File: config.mk
export PLATFORM = sky130hd
export DESIGN_NAME = ext_sample_clock
export DESIGN_NICKNAME = d
export VERILOG_FILES = /design/src/inc/ext_clock_pkg.sv /design/src/rtl/ext_sample_clock.sv
export SDC_FILE = /design/constraint.sdc
export NUM_CORES = 1
export LEC_CHECK = 0
export ABC_AREA = 1
export BUFFER_PORTS_ARGS = -buffer_cell sky130_fd_sc_hd__clkbuf_2
export CAP_MARGIN = 15
export CORE_MARGIN = 4
export CORE_UTILIZATION = 40
export DETAILED_ROUTE_END_ITERATION = 8
export GPL_ROUTABILITY_DRIVEN = 1
export GPL_TIMING_DRIVEN = 1
export PLACE_DENSITY_LB_ADDON = 0.12
export RECOVER_POWER = 100
export SYNTH_ARGS = -nofsm -noshare
export SYNTH_HDL_FRONTEND = slang
export SYNTH_SLANG_ARGS = --single-unit
File: constraint.sdc
create_clock -name hclk -period 12.2 [get_ports hclk]
set_input_delay 1.22 -clock hclk [delete_from_list [all_inputs] [get_ports hclk]]
set_output_delay 1.22 -clock hclk [all_outputs]
set_load 0.005 [all_outputs]
File: src/inc/ext_clock_pkg.sv
// constants, register map and types of the external sample clock block
//
// Notes on behaviour
// - range register takes 64 for slow, 128 for fast; readable and writable.
// - 8 bit: high at 50.0, 25.0, 12.5 MHz for 1-2, 4, 8 channels.
// - 12-16 bit: high at 50.0, 25.0, 12.5, 6.0 MHz for 1, 2, 4, 8.
// - low range tolerates gaps; the first sample after a gap is suspect.
// - direct mode uses each rising edge of the incoming clock as a sample, unregenerated.
// - mode code 16 selects the divided external clock.
// - divider takes even ratios up to 8190; readable and writable.
// - in divided mode the range follows the divider output rate.
// - mode code 8 selects the direct external clock.
package ext_clock_pkg;

	localparam int ADDR_W = 20;

	// printed offsets are register indices; byte address is four times
	localparam logic [15:0] IDX_DIVIDE_RATIO  = 16'h4e48;
	localparam logic [15:0] IDX_RANGE_SELECT  = 16'h4ea2;
	localparam logic [15:0] IDX_SOURCE_SELECT = 16'h4ee8;
	localparam logic [19:0] ADDR_DIVIDE_RATIO  = {2'b00, IDX_DIVIDE_RATIO, 2'b00};
	localparam logic [19:0] ADDR_RANGE_SELECT  = {2'b00, IDX_RANGE_SELECT, 2'b00};
	localparam logic [19:0] ADDR_SOURCE_SELECT =
		{2'b00, IDX_SOURCE_SELECT, 2'b00};
	localparam logic [19:0] ADDR_CONTROL       = 20'h0_0000;
	localparam logic [19:0] ADDR_CHANNEL_MASK  = 20'h0_0004;
	localparam logic [19:0] ADDR_STATUS        = 20'h0_0008;
	localparam logic [19:0] ADDR_MEASURED_RATE = 20'h0_000c;

	// codes
	localparam logic [31:0] DIRECT_EXTERNAL_MODE  = 32'h0000_0008;
	localparam logic [31:0] DIVIDED_EXTERNAL_MODE = 32'h0000_0010;
	localparam logic [31:0] RANGE_LOW             = 32'h0000_0040;
	localparam logic [31:0] RANGE_HIGH            = 32'h0000_0080;

	// reset values
	localparam logic [31:0] RESET_SOURCE_SELECT = DIRECT_EXTERNAL_MODE;
	localparam logic [31:0] RESET_RANGE_SELECT  = RANGE_LOW;
	localparam logic [31:0] RESET_DIVIDE_RATIO  = 32'h0000_0002;

	// divider limits
	localparam int          DIV_W     = 13;
	localparam logic [12:0] DIV_MIN   = 13'h0002;
	localparam logic [12:0] DIV_MAX   = 13'h1ffe;

	// control and status fields
	localparam int CTRL_START_BIT      = 0;
	localparam int CTRL_STOP_BIT       = 1;
	localparam int FLAG_UNDER_RATE     = 0;
	localparam int FLAG_OVER_RATE      = 1;
	localparam int FLAG_RANGE_DRIFT    = 2;
	localparam int FLAG_HIGH_GAP       = 3;
	localparam int FLAG_START_REFUSED  = 4;
	localparam int FLAG_W              = 5;
	localparam int STAT_CLOCK_PRESENT  = 8;
	localparam int STAT_SUGGEST_HIGH   = 9;
	localparam int STAT_RUNNING        = 10;

	// rates in kHz, drift limits in percent
	localparam logic [31:0] MIN_RATE_KHZ = 32'h0000_03e8;
	localparam logic [31:0] MAX_RATE_KHZ = 32'h0001_86a0;
	localparam logic [31:0] THR_50M0_KHZ = 32'h0000_c350;
	localparam logic [31:0] THR_25M0_KHZ = 32'h0000_61a8;
	localparam logic [31:0] THR_12M5_KHZ = 32'h0000_30d4;
	localparam logic [31:0] THR_6M0_KHZ  = 32'h0000_1770;
	localparam logic [31:0] DRIFT_LOW_PCT  = 32'h0000_005f;
	localparam logic [31:0] DRIFT_HIGH_PCT = 32'h0000_0069;

	// timing
	localparam int CLK_PERIOD_NS = 8;
	localparam int GATE_NS       = 1000000;
	localparam int GATE_CYCLES   = GATE_NS / CLK_PERIOD_NS;
	localparam int GAP_NS        = 2000;
	localparam int GAP_CYCLES    = (GAP_NS + CLK_PERIOD_NS - 1) / CLK_PERIOD_NS;

	typedef enum logic [1:0] {
		ACQ_IDLE = 2'b00,
		ACQ_RUN  = 2'b01
	} acq_e;

endpackage

File: src/rtl/ext_sample_clock.sv
// external sample clock selection, divider, rate monitor and ahb registers
//
// The AHB-Lite slave port is this design's own decision.
`timescale 1ns/1ps
module ext_sample_clock #(
	parameter int CONVERTER_BITS = 8,
	parameter int MODULES        = 2,
	parameter int CH_PER_MODULE  = 8,
	parameter int GATE_CYCLES    = ext_clock_pkg::GATE_CYCLES,
	parameter logic [31:0] MAX_RATE_KHZ = ext_clock_pkg::MAX_RATE_KHZ
) (
	// clock and reset
	input  wire logic        hclk,
	input  wire logic        hresetn,
	// ahb-lite slave
	input  wire logic        hsel,
	input  wire logic [19:0] haddr,
	input  wire logic [1:0]  htrans,
	input  wire logic        hwrite,
	input  wire logic [2:0]  hsize,
	input  wire logic        hready,
	input  wire logic [31:0] hwdata,
	output logic      [31:0] hrdata,
	output logic             hreadyout,
	output logic             hresp,
	// external clock input, sampled on hclk
	input  wire logic        ext_clk_in,
	// towards converters
	output logic             sample_enable,
	output logic             sample_suspect,
	output logic             acq_running,
	output logic             range_high
);

	localparam int CH_W   = MODULES * CH_PER_MODULE;
	localparam int GATE_W = $clog2(GATE_CYCLES + 1);
	localparam int GAP_W  = $clog2(ext_clock_pkg::GAP_CYCLES + 1);
	localparam int POP_W  = $clog2(CH_PER_MODULE + 1);
	localparam logic [63:0] GATE_REF = 64'(ext_clock_pkg::GATE_CYCLES);
	localparam logic [GATE_W-1:0] GATE_LAST = GATE_W'(GATE_CYCLES - 1);
	localparam logic [GAP_W-1:0]  GAP_LIMIT = GAP_W'(ext_clock_pkg::GAP_CYCLES);

	typedef struct packed {
		logic                      ext_prev;
		logic [31:0]               divide_ratio;
		logic [31:0]               range_sel;
		logic [31:0]               source_sel;
		logic [CH_W-1:0]           ch_mask;
		ext_clock_pkg::acq_e       acq;
		logic [12:0]               div_cnt;
		logic                      sample_en;
		logic                      suspect_pend;
		logic                      sample_suspect;
		logic [GATE_W-1:0]         gate_cnt;
		logic [31:0]               pulse_cnt;
		logic [31:0]               rate;
		logic                      rate_valid;
		logic [GAP_W-1:0]          idle_cnt;
		logic [ext_clock_pkg::FLAG_W-1:0] flags;
		logic                      wr_pend;
		logic [19:0]               wr_addr;
		logic [31:0]               rdata;
	} state_s;

	state_s r;
	state_s next_r;

	// active channels per module, worst module decides the range
	logic [POP_W-1:0] module_pop [MODULES];

	genvar m;
	generate
		for (m = 0; m < MODULES; m++) begin : g_pop
			always_comb begin
				module_pop[m] = '0;
				for (int c = 0; c < CH_PER_MODULE; c++) begin
					module_pop[m] = module_pop[m] +
						POP_W'(r.ch_mask[m*CH_PER_MODULE + c]);
				end
			end
		end
	endgenerate

	// high range threshold in kHz for the given active count
	function automatic logic [31:0] threshold_khz(input int active);
		logic [31:0] t;
		t = ext_clock_pkg::THR_50M0_KHZ;
		if (CONVERTER_BITS <= 8) begin
			if (active >= 5)
				t = ext_clock_pkg::THR_12M5_KHZ;
			else if (active >= 3)
				t = ext_clock_pkg::THR_25M0_KHZ;
		end else begin
			if (active >= 5)
				t = ext_clock_pkg::THR_6M0_KHZ;
			else if (active >= 3)
				t = ext_clock_pkg::THR_12M5_KHZ;
			else if (active == 2)
				t = ext_clock_pkg::THR_25M0_KHZ;
		end
		return t;
	endfunction

	int          active_max;
	logic [31:0] thr;
	logic [12:0] eff_ratio;
	logic        ext_rise;
	logic        fire;
	logic        gate_end;
	logic        sel_high;
	logic        suggest_high;
	logic        clock_present;
	logic        addr_ok;
	logic [ext_clock_pkg::FLAG_W-1:0] flag_set;
	logic [ext_clock_pkg::FLAG_W-1:0] flag_clr;
	logic [63:0] rate_scaled;
	logic [63:0] thr_scaled;

	always_comb begin
		active_max = 0;
		for (int i = 0; i < MODULES; i++) begin
			if (int'(module_pop[i]) > active_max)
				active_max = int'(module_pop[i]);
		end
		thr = threshold_khz(active_max);
	end

	// odd ratios round down, zero and one go to the smallest even ratio
	always_comb begin
		if (r.divide_ratio < 32'(ext_clock_pkg::DIV_MIN))
			eff_ratio = ext_clock_pkg::DIV_MIN;
		else if (r.divide_ratio > 32'(ext_clock_pkg::DIV_MAX))
			eff_ratio = ext_clock_pkg::DIV_MAX;
		else
			eff_ratio = {r.divide_ratio[12:1], 1'b0};
	end

	always_comb begin
		next_r = r;
		flag_set = '0;
		flag_clr = '0;
		fire = 1'b0;
		sel_high = (r.range_sel == ext_clock_pkg::RANGE_HIGH);
		clock_present = (r.idle_cnt < GAP_LIMIT);

		// external clock is only seen through hclk sampling
		ext_rise = ext_clk_in & ~r.ext_prev;
		next_r.ext_prev = ext_clk_in;

		if (ext_rise) begin
			if (r.source_sel == ext_clock_pkg::DIVIDED_EXTERNAL_MODE) begin
				if (r.div_cnt >= eff_ratio - 13'h0001) begin
					next_r.div_cnt = '0;
					fire = 1'b1;
				end else begin
					next_r.div_cnt = r.div_cnt + 13'h0001;
				end
			end else begin
				next_r.div_cnt = '0;
				fire = 1'b1;
			end
		end
		next_r.sample_en = fire;
		next_r.sample_suspect = fire & r.suspect_pend;
		if (fire)
			next_r.suspect_pend = 1'b0;

		// gap watch on raw input edges
		if (ext_rise) begin
			next_r.idle_cnt = '0;
		end else if (r.idle_cnt < GAP_LIMIT) begin
			next_r.idle_cnt = r.idle_cnt + GAP_W'(1);
			if (r.idle_cnt == GAP_LIMIT - GAP_W'(1)) begin
				if (sel_high && r.acq == ext_clock_pkg::ACQ_RUN)
					flag_set[ext_clock_pkg::FLAG_HIGH_GAP] = 1'b1;
				else
					next_r.suspect_pend = 1'b1;
			end
		end

		// rate of the sample pulses, so divided mode measures its output
		gate_end = (r.gate_cnt == GATE_LAST);
		if (gate_end) begin
			next_r.gate_cnt = '0;
			next_r.rate = r.pulse_cnt;
			next_r.rate_valid = 1'b1;
			next_r.pulse_cnt = {31'h0000_0000, fire};
		end else begin
			next_r.gate_cnt = r.gate_cnt + GATE_W'(1);
			if (fire && r.pulse_cnt != 32'hffff_ffff)
				next_r.pulse_cnt = r.pulse_cnt + 32'h0000_0001;
		end

		// compare per-gate counts with kHz limits, gate length scaled out
		rate_scaled = 64'(r.rate) * GATE_REF;
		thr_scaled = 64'(thr) * 64'(GATE_CYCLES);
		suggest_high = r.rate_valid && (rate_scaled >= thr_scaled);

		if (gate_end && r.rate_valid && r.acq == ext_clock_pkg::ACQ_RUN) begin
			if (rate_scaled <
				64'(ext_clock_pkg::MIN_RATE_KHZ) * 64'(GATE_CYCLES))
				flag_set[ext_clock_pkg::FLAG_UNDER_RATE] = 1'b1;
			if (rate_scaled > 64'(MAX_RATE_KHZ) * 64'(GATE_CYCLES))
				flag_set[ext_clock_pkg::FLAG_OVER_RATE] = 1'b1;
			if (sel_high && rate_scaled * 64'd100 <
				thr_scaled * 64'(ext_clock_pkg::DRIFT_LOW_PCT))
				flag_set[ext_clock_pkg::FLAG_RANGE_DRIFT] = 1'b1;
			if (!sel_high && rate_scaled * 64'd100 >
				thr_scaled * 64'(ext_clock_pkg::DRIFT_HIGH_PCT))
				flag_set[ext_clock_pkg::FLAG_RANGE_DRIFT] = 1'b1;
		end

		// ahb address phase: reads answer from flops in the data phase
		addr_ok = hsel & hready & htrans[1];
		next_r.wr_pend = addr_ok & hwrite;
		next_r.wr_addr = haddr;
		next_r.rdata = 32'h0000_0000;
		if (addr_ok && !hwrite) begin
			if (haddr == ext_clock_pkg::ADDR_DIVIDE_RATIO)
				next_r.rdata = r.divide_ratio;
			else if (haddr == ext_clock_pkg::ADDR_RANGE_SELECT)
				next_r.rdata = r.range_sel;
			else if (haddr == ext_clock_pkg::ADDR_SOURCE_SELECT)
				next_r.rdata = r.source_sel;
			else if (haddr == ext_clock_pkg::ADDR_CHANNEL_MASK)
				next_r.rdata = 32'(r.ch_mask);
			else if (haddr == ext_clock_pkg::ADDR_STATUS) begin
				next_r.rdata[ext_clock_pkg::FLAG_W-1:0] = r.flags;
				next_r.rdata[ext_clock_pkg::STAT_CLOCK_PRESENT] = clock_present;
				next_r.rdata[ext_clock_pkg::STAT_SUGGEST_HIGH] = suggest_high;
				next_r.rdata[ext_clock_pkg::STAT_RUNNING] =
					(r.acq == ext_clock_pkg::ACQ_RUN);
			end else if (haddr == ext_clock_pkg::ADDR_MEASURED_RATE)
				next_r.rdata = r.rate;
		end

		// ahb data phase writes
		if (r.wr_pend) begin
			if (r.wr_addr == ext_clock_pkg::ADDR_DIVIDE_RATIO) begin
				next_r.divide_ratio = hwdata;
				next_r.div_cnt = '0;
			end else if (r.wr_addr == ext_clock_pkg::ADDR_RANGE_SELECT) begin
				// other codes are ignored so the range stays defined
				if (hwdata == ext_clock_pkg::RANGE_LOW ||
					hwdata == ext_clock_pkg::RANGE_HIGH)
					next_r.range_sel = hwdata;
			end else if (r.wr_addr == ext_clock_pkg::ADDR_SOURCE_SELECT) begin
				if (hwdata == ext_clock_pkg::DIRECT_EXTERNAL_MODE ||
					hwdata == ext_clock_pkg::DIVIDED_EXTERNAL_MODE) begin
					next_r.source_sel = hwdata;
					next_r.div_cnt = '0;
				end
			end else if (r.wr_addr == ext_clock_pkg::ADDR_CHANNEL_MASK) begin
				next_r.ch_mask = hwdata[CH_W-1:0];
			end else if (r.wr_addr == ext_clock_pkg::ADDR_STATUS) begin
				flag_clr = hwdata[ext_clock_pkg::FLAG_W-1:0];
			end else if (r.wr_addr == ext_clock_pkg::ADDR_CONTROL) begin
				if (hwdata[ext_clock_pkg::CTRL_STOP_BIT]) begin
					next_r.acq = ext_clock_pkg::ACQ_IDLE;
				end else if (hwdata[ext_clock_pkg::CTRL_START_BIT]) begin
					case (r.acq)
						ext_clock_pkg::ACQ_IDLE: begin
							if (sel_high && !clock_present)
								flag_set[ext_clock_pkg::FLAG_START_REFUSED] =
									1'b1;
							else
								next_r.acq = ext_clock_pkg::ACQ_RUN;
						end
						default: next_r.acq = r.acq;
					endcase
				end
			end
		end

		// a flag raised in the clearing cycle survives
		next_r.flags = (r.flags & ~flag_clr) | flag_set;
	end

	always_ff @(posedge hclk or negedge hresetn) begin
		if (!hresetn) begin
			r <= '0;
			r.divide_ratio <= ext_clock_pkg::RESET_DIVIDE_RATIO;
			r.range_sel <= ext_clock_pkg::RESET_RANGE_SELECT;
			r.source_sel <= ext_clock_pkg::RESET_SOURCE_SELECT;
			r.acq <= ext_clock_pkg::ACQ_IDLE;
			r.idle_cnt <= GAP_LIMIT;
		end else begin
			r <= next_r;
		end
	end

	assign hrdata = r.rdata;
	assign hreadyout = 1'b1;
	assign hresp = 1'b0;
	assign sample_enable = r.sample_en;
	assign sample_suspect = r.sample_suspect;
	assign acq_running = (r.acq == ext_clock_pkg::ACQ_RUN);
	assign range_high = (r.range_sel == ext_clock_pkg::RANGE_HIGH);

endmodule

# After elaboration in Yosys (flattened, before gate mapping)
# Index checks and enable logic that the tools add are counted.
dict set report classes {
  add_sub_neg 19
  n_mul 5
  mux 66
  reduce_logical 25
  n_eq_ne 22
  order_cmp 13
  bitwise_logic 14
}
# cell count
set ops {}
lappend ops {{$mux 32} 8}
lappend ops {{$mux 13} 10}
lappend ops {{$eq 20x17->1 const B} 6}
lappend ops {{$mul 46x7->53 const B} 2}
lappend ops {{$mul 32x14->46 const B} 2}
lappend ops {{$eq 32x5->1 const B} 2}
lappend ops {{$eq 32x8->1 const B} 2}
lappend ops {{$eq 20x4->1 const B} 3}
lappend ops {{$gt 56x56->1} 1}
lappend ops {{$lt 56x56->1} 1}
lappend ops {{$mul 46x5->51 const B} 1}
lappend ops {{$ge 49x49->1} 1}
lappend ops {{$gt 49x34->1 const B} 1}
lappend ops {{$lt 49x27->1 const B} 1}
lappend ops {{$mux 49} 1}
lappend ops {{$eq 20x3->1 const B} 2}
lappend ops {{$mux 5} 7}
lappend ops {{$add 32x1->32 const B} 1}
lappend ops {{$add 4x1->4} 8}
lappend ops {{$eq 32x4->1 const B} 1}
lappend ops {{$eq 32x7->1 const B} 1}
lappend ops {{$ge 32x3->1 const B} 1}
lappend ops {{$ge 32x4->1 const B} 1}
lappend ops {{$gt 32x13->1 const B} 1}
lappend ops {{39 further kinds} 99}
dict set report word_totals {
  reg_bits 279
  word_cells 183
}

# Longest topological paths before layout
dict set report depth {
  depth_word 23
  ltp_mapped 59
}

# Worst setup path before layout
# Ideal clock, no wire load.
dict set report synth_path {
  kind {register to register}
  startpoint {register r[166] (netlist bit)}
  endpoint {register r[55] (netlist bit)}
  setup_slack_ns 3.249
  synth_period_minus_slack_ns 8.951
  required_ns 12.079
  arrival_ns 8.830
  path_stages_with_launch 53
  path_buffers 1
  cell_sequence {dfrtp_1 > inv_1 > fa_1 > fa_1 > fa_1 > inv_1 > ha_1 > fa_1 > xnor2_1 > ha_1 > nand2_1 > o21ai_2 > nand2_4 > nand2_1 > nand2_1 > nand2_4 > a21oi_4 > buf_2 > [... 17 more ...] > ha_1 > ha_1 > ha_1 > inv_1 > o21bai_1 > xnor2_1 > ha_1 > nand2_1 > nor4_1 > nand4_1 > nor3_1 > nand3_1 > nor2_1 > nor2_1 > nand2_1 > nand2_1 > nand2_1 > nand2_1}
}
# element line_no
set synth_rtl {}
lappend synth_rtl {{from (decl)} ext_sample_clock.sv:65} ;# state_s r;
lappend synth_rtl {{from (signal assigned)} ext_sample_clock.sv:288} ;# r <= next_r;

==> impl_metrics.ini <==
[synth]
ys_async_sr_fraction = 1.000
synth.cell_area_um2 = 32630
synth-edff-count = 0
synth_seq_cells = 278
synth-main-ff-cell = dfrtp_1
yosys.area.top_type = dfrtp_1
synth_area_per_cell_um2 = 7.694
synth_seq_area_share = 0.2136
netlist_instances = 4241
yosys_warnings = 0
synth_top_area_frac = 0.2063
netlist_top_cells_area = dfrtp_1, ha_1, fa_1
yosysUniqueCellTypes = 69

[cts]
post-cts-setup-buffer-count = 0
worstSkewPairLatency_ns = 0.59
cts-hold-fix-buffers = 0
path_clk_slew_ns = 0.08
numCtsBuffers = 29
cts_root_buf = clkbuf_16
clock-sinks = 278
htreeDepth = 1
ctsResizeCount = 0
cts_tree = built
clock_path_buffers = 3

[die]
die_area_um2 = 86210
rows = 104
fp.dieH_um = 293.6
top_level_ports = 101
initial_utilization = 0.4044
core_area_um2 = 80680
die_x_um = 293.6

[grt]
gr-usage-met3 = 0.01562
grt_pass1_wl_mm = 147.7
grt_util_met2 = 0.3413
track_usage = 0.2132
grtUsageMet1 = 0.3273
grt_pass1_vias = 26450
overflow = 0
antenna_found_initial = 0
grt_busiest_layer = met2
grt_max_degree = 100

[setup_path]
cp-start-kind = flop
critPathBufInv = 6
r2r_cells = 46
critical_path.most_common_cell = nand2_1
cp-end-kind = flop
cp.depth = 46
max_stage_delay_ns = 0.72
critical_path.max_fanout = 12
critical_path_required_ns = 12.67
crit_type = reg -> reg
cp_top_family = adder cells
slowest_stage = dfrtp_1
cp.arrival_ns = 11.29

[detailed_routing]
vias = 27530
routed_wirelength_mm = 92.57
drc_errors = 0
first_pass_iters = 5
ant_nets = 0
via_per_inst = 5.107
wl_per_cell_um = 17.18
dr.first_iter.drc_count = 1493

[cells_and_area]
final_cell_mix = nand2_1, inv_1, ha_1
fin_nets = 5101
syn_to_final_growth_pct = 7.393
n_antenna_cell = 0
final_common_cell = nand2_1
layout-drive-gt1-share = 0.03995

[timing]
max_slew_margin = -2.468
skew_ns = 0.02494
finalWorstSetupSlack_ns = 1.382
worst_pin_slew_ns = 5.201
max_freq_mhz = 92.44
setup_viol = 0
final_min_period_over_clock_period = 0.8868
final_max_slew_viol_count = 544
fin_setup_tns_ns = 0
hold_viol = 0
rsz0062_at_grt = false
min_period_ns = 10.82

[placement]
port_buffers = 94
hpwl_mm = 77.00
place_ws_ns = 1.479
globalplace.congestion = 0.9174

[power_and_ir_drop]
powerDensity_nw_per_um2 = 63.98
max-vdd-ir-drop_mv = 0.1084
p_leak_uw = 0.01991

[min_path]
hold_path.class = reg -> reg
min_delay_path_depth = 1

[run]
maxCapViolCount = 10

[outcome]
status = complete, but fails checks
violations = max-capacitance violations, max-slew violations
[sequential cells by signal (all words and copies together), names as in the netlist]
name / flops
hrdata: 32
sample_suspect: 1
sample_enable: 1
r: 244
[synth_stat cells (9+ instances only)]
library cell and n:
o21ai_0 228, buf_4 36, nand4_1 102, nand3_1 148, inv_1 806, xor2_1 82, o31ai_1 15, fa_1 193
nor4_1 48, dfstp_2 9, a31oi_1 15, a211oi_1 14, nor3_1 82, dfrtp_1 269, xnor2_1 44, o211ai_1 14
o221ai_1 19, a21oi_1 217, nand2_1 837, ha_1 538, a21o_1 16, nor2_2 10, nor2_1 311, clkbuf_1 46
o21bai_1 15
[metrics by stage]
step	cells	hold slack, ns	cell area [µm²]	util	power (µW)
2_1_floorplan	4254	0.4329	32680	-	1180
3_3_place_gp	5336	0.4515	34150	0.4233	1296
3_5_place_dp	5336	0.4581	34150	0.4233	1298
4_1_cts	5390	0.4704	35170	0.4359	2266
5_1_grt	5390	0.5005	35040	0.4343	2351
6_report	5390	0.4712	35040	0.4343	2242
[cell families (layout without fill, tap and decap cells)]
group / count (synthesis) / in the layout / synth area share
and+or+nand+nor: 1584 / 1584 / 0.2096
buffers and inverters: 910 / 986 / 0.1094
adders and majority gates: 731 / 731 / 0.3247
AOI/OAI and AO/OA: 608 / 608 / 0.1079
DFF: 278 / 278 / 0.2136
xor gates and xnor gates: 127 / 127 / 0.03432
other: 2 / 15 / 0.0002302
muxes: 1 / 1 / 0.0003451
[power breakdown]
part	internal (µW)	switching, µW
sequential	940	13.7
combinational	103	226
clock	549	411
total	1590	650
[worst reg2reg max path, delay by kind of cell, from the launching register on]
| family | cells | cell delay [ns] |
|---|---|---|
| compound gates | 8 | 1.58 |
| simple gates | 18 | 2.19 |
| flops | 1 | 0.72 |
| buf+inv | 6 | 0.47 |
| xor+xnor | 2 | 1.10 |
| fa+ha+maj | 12 | 4.66 |
[path summary, 6_finish.rpt]
check | to | start | slack [ns]
max | r[55] | r[67] | 1.38
max reg2reg | r[55] | r[67] | 1.38
min reg2reg | r[131] | r[131] | 0.47
min in group asynchronous | hrdata[31] | hresetn | 2.51
min | r[131] | r[131] | 0.47
max in group asynchronous | r[164] | hresetn | 3.87
[area by class of cell]
cell class	count	area (µm²)
repair buffers	114	531.8
flip-flops and latches	278	6968
well taps	1060	1326
fillers	8373	45640
clock buffers	41	840.8
clock inverters	13	172.7
inverters	818	3073
multi-input cells	3066	22130
[per-layer routing]
metal	wire, µm	vias to the layer above
li1	-	13860
met1	46700	13150
met2	41530	444
met3	3415	68
met4	930	0
met5	0	-
No activity file was read; power rests on OpenSTA's default activity.
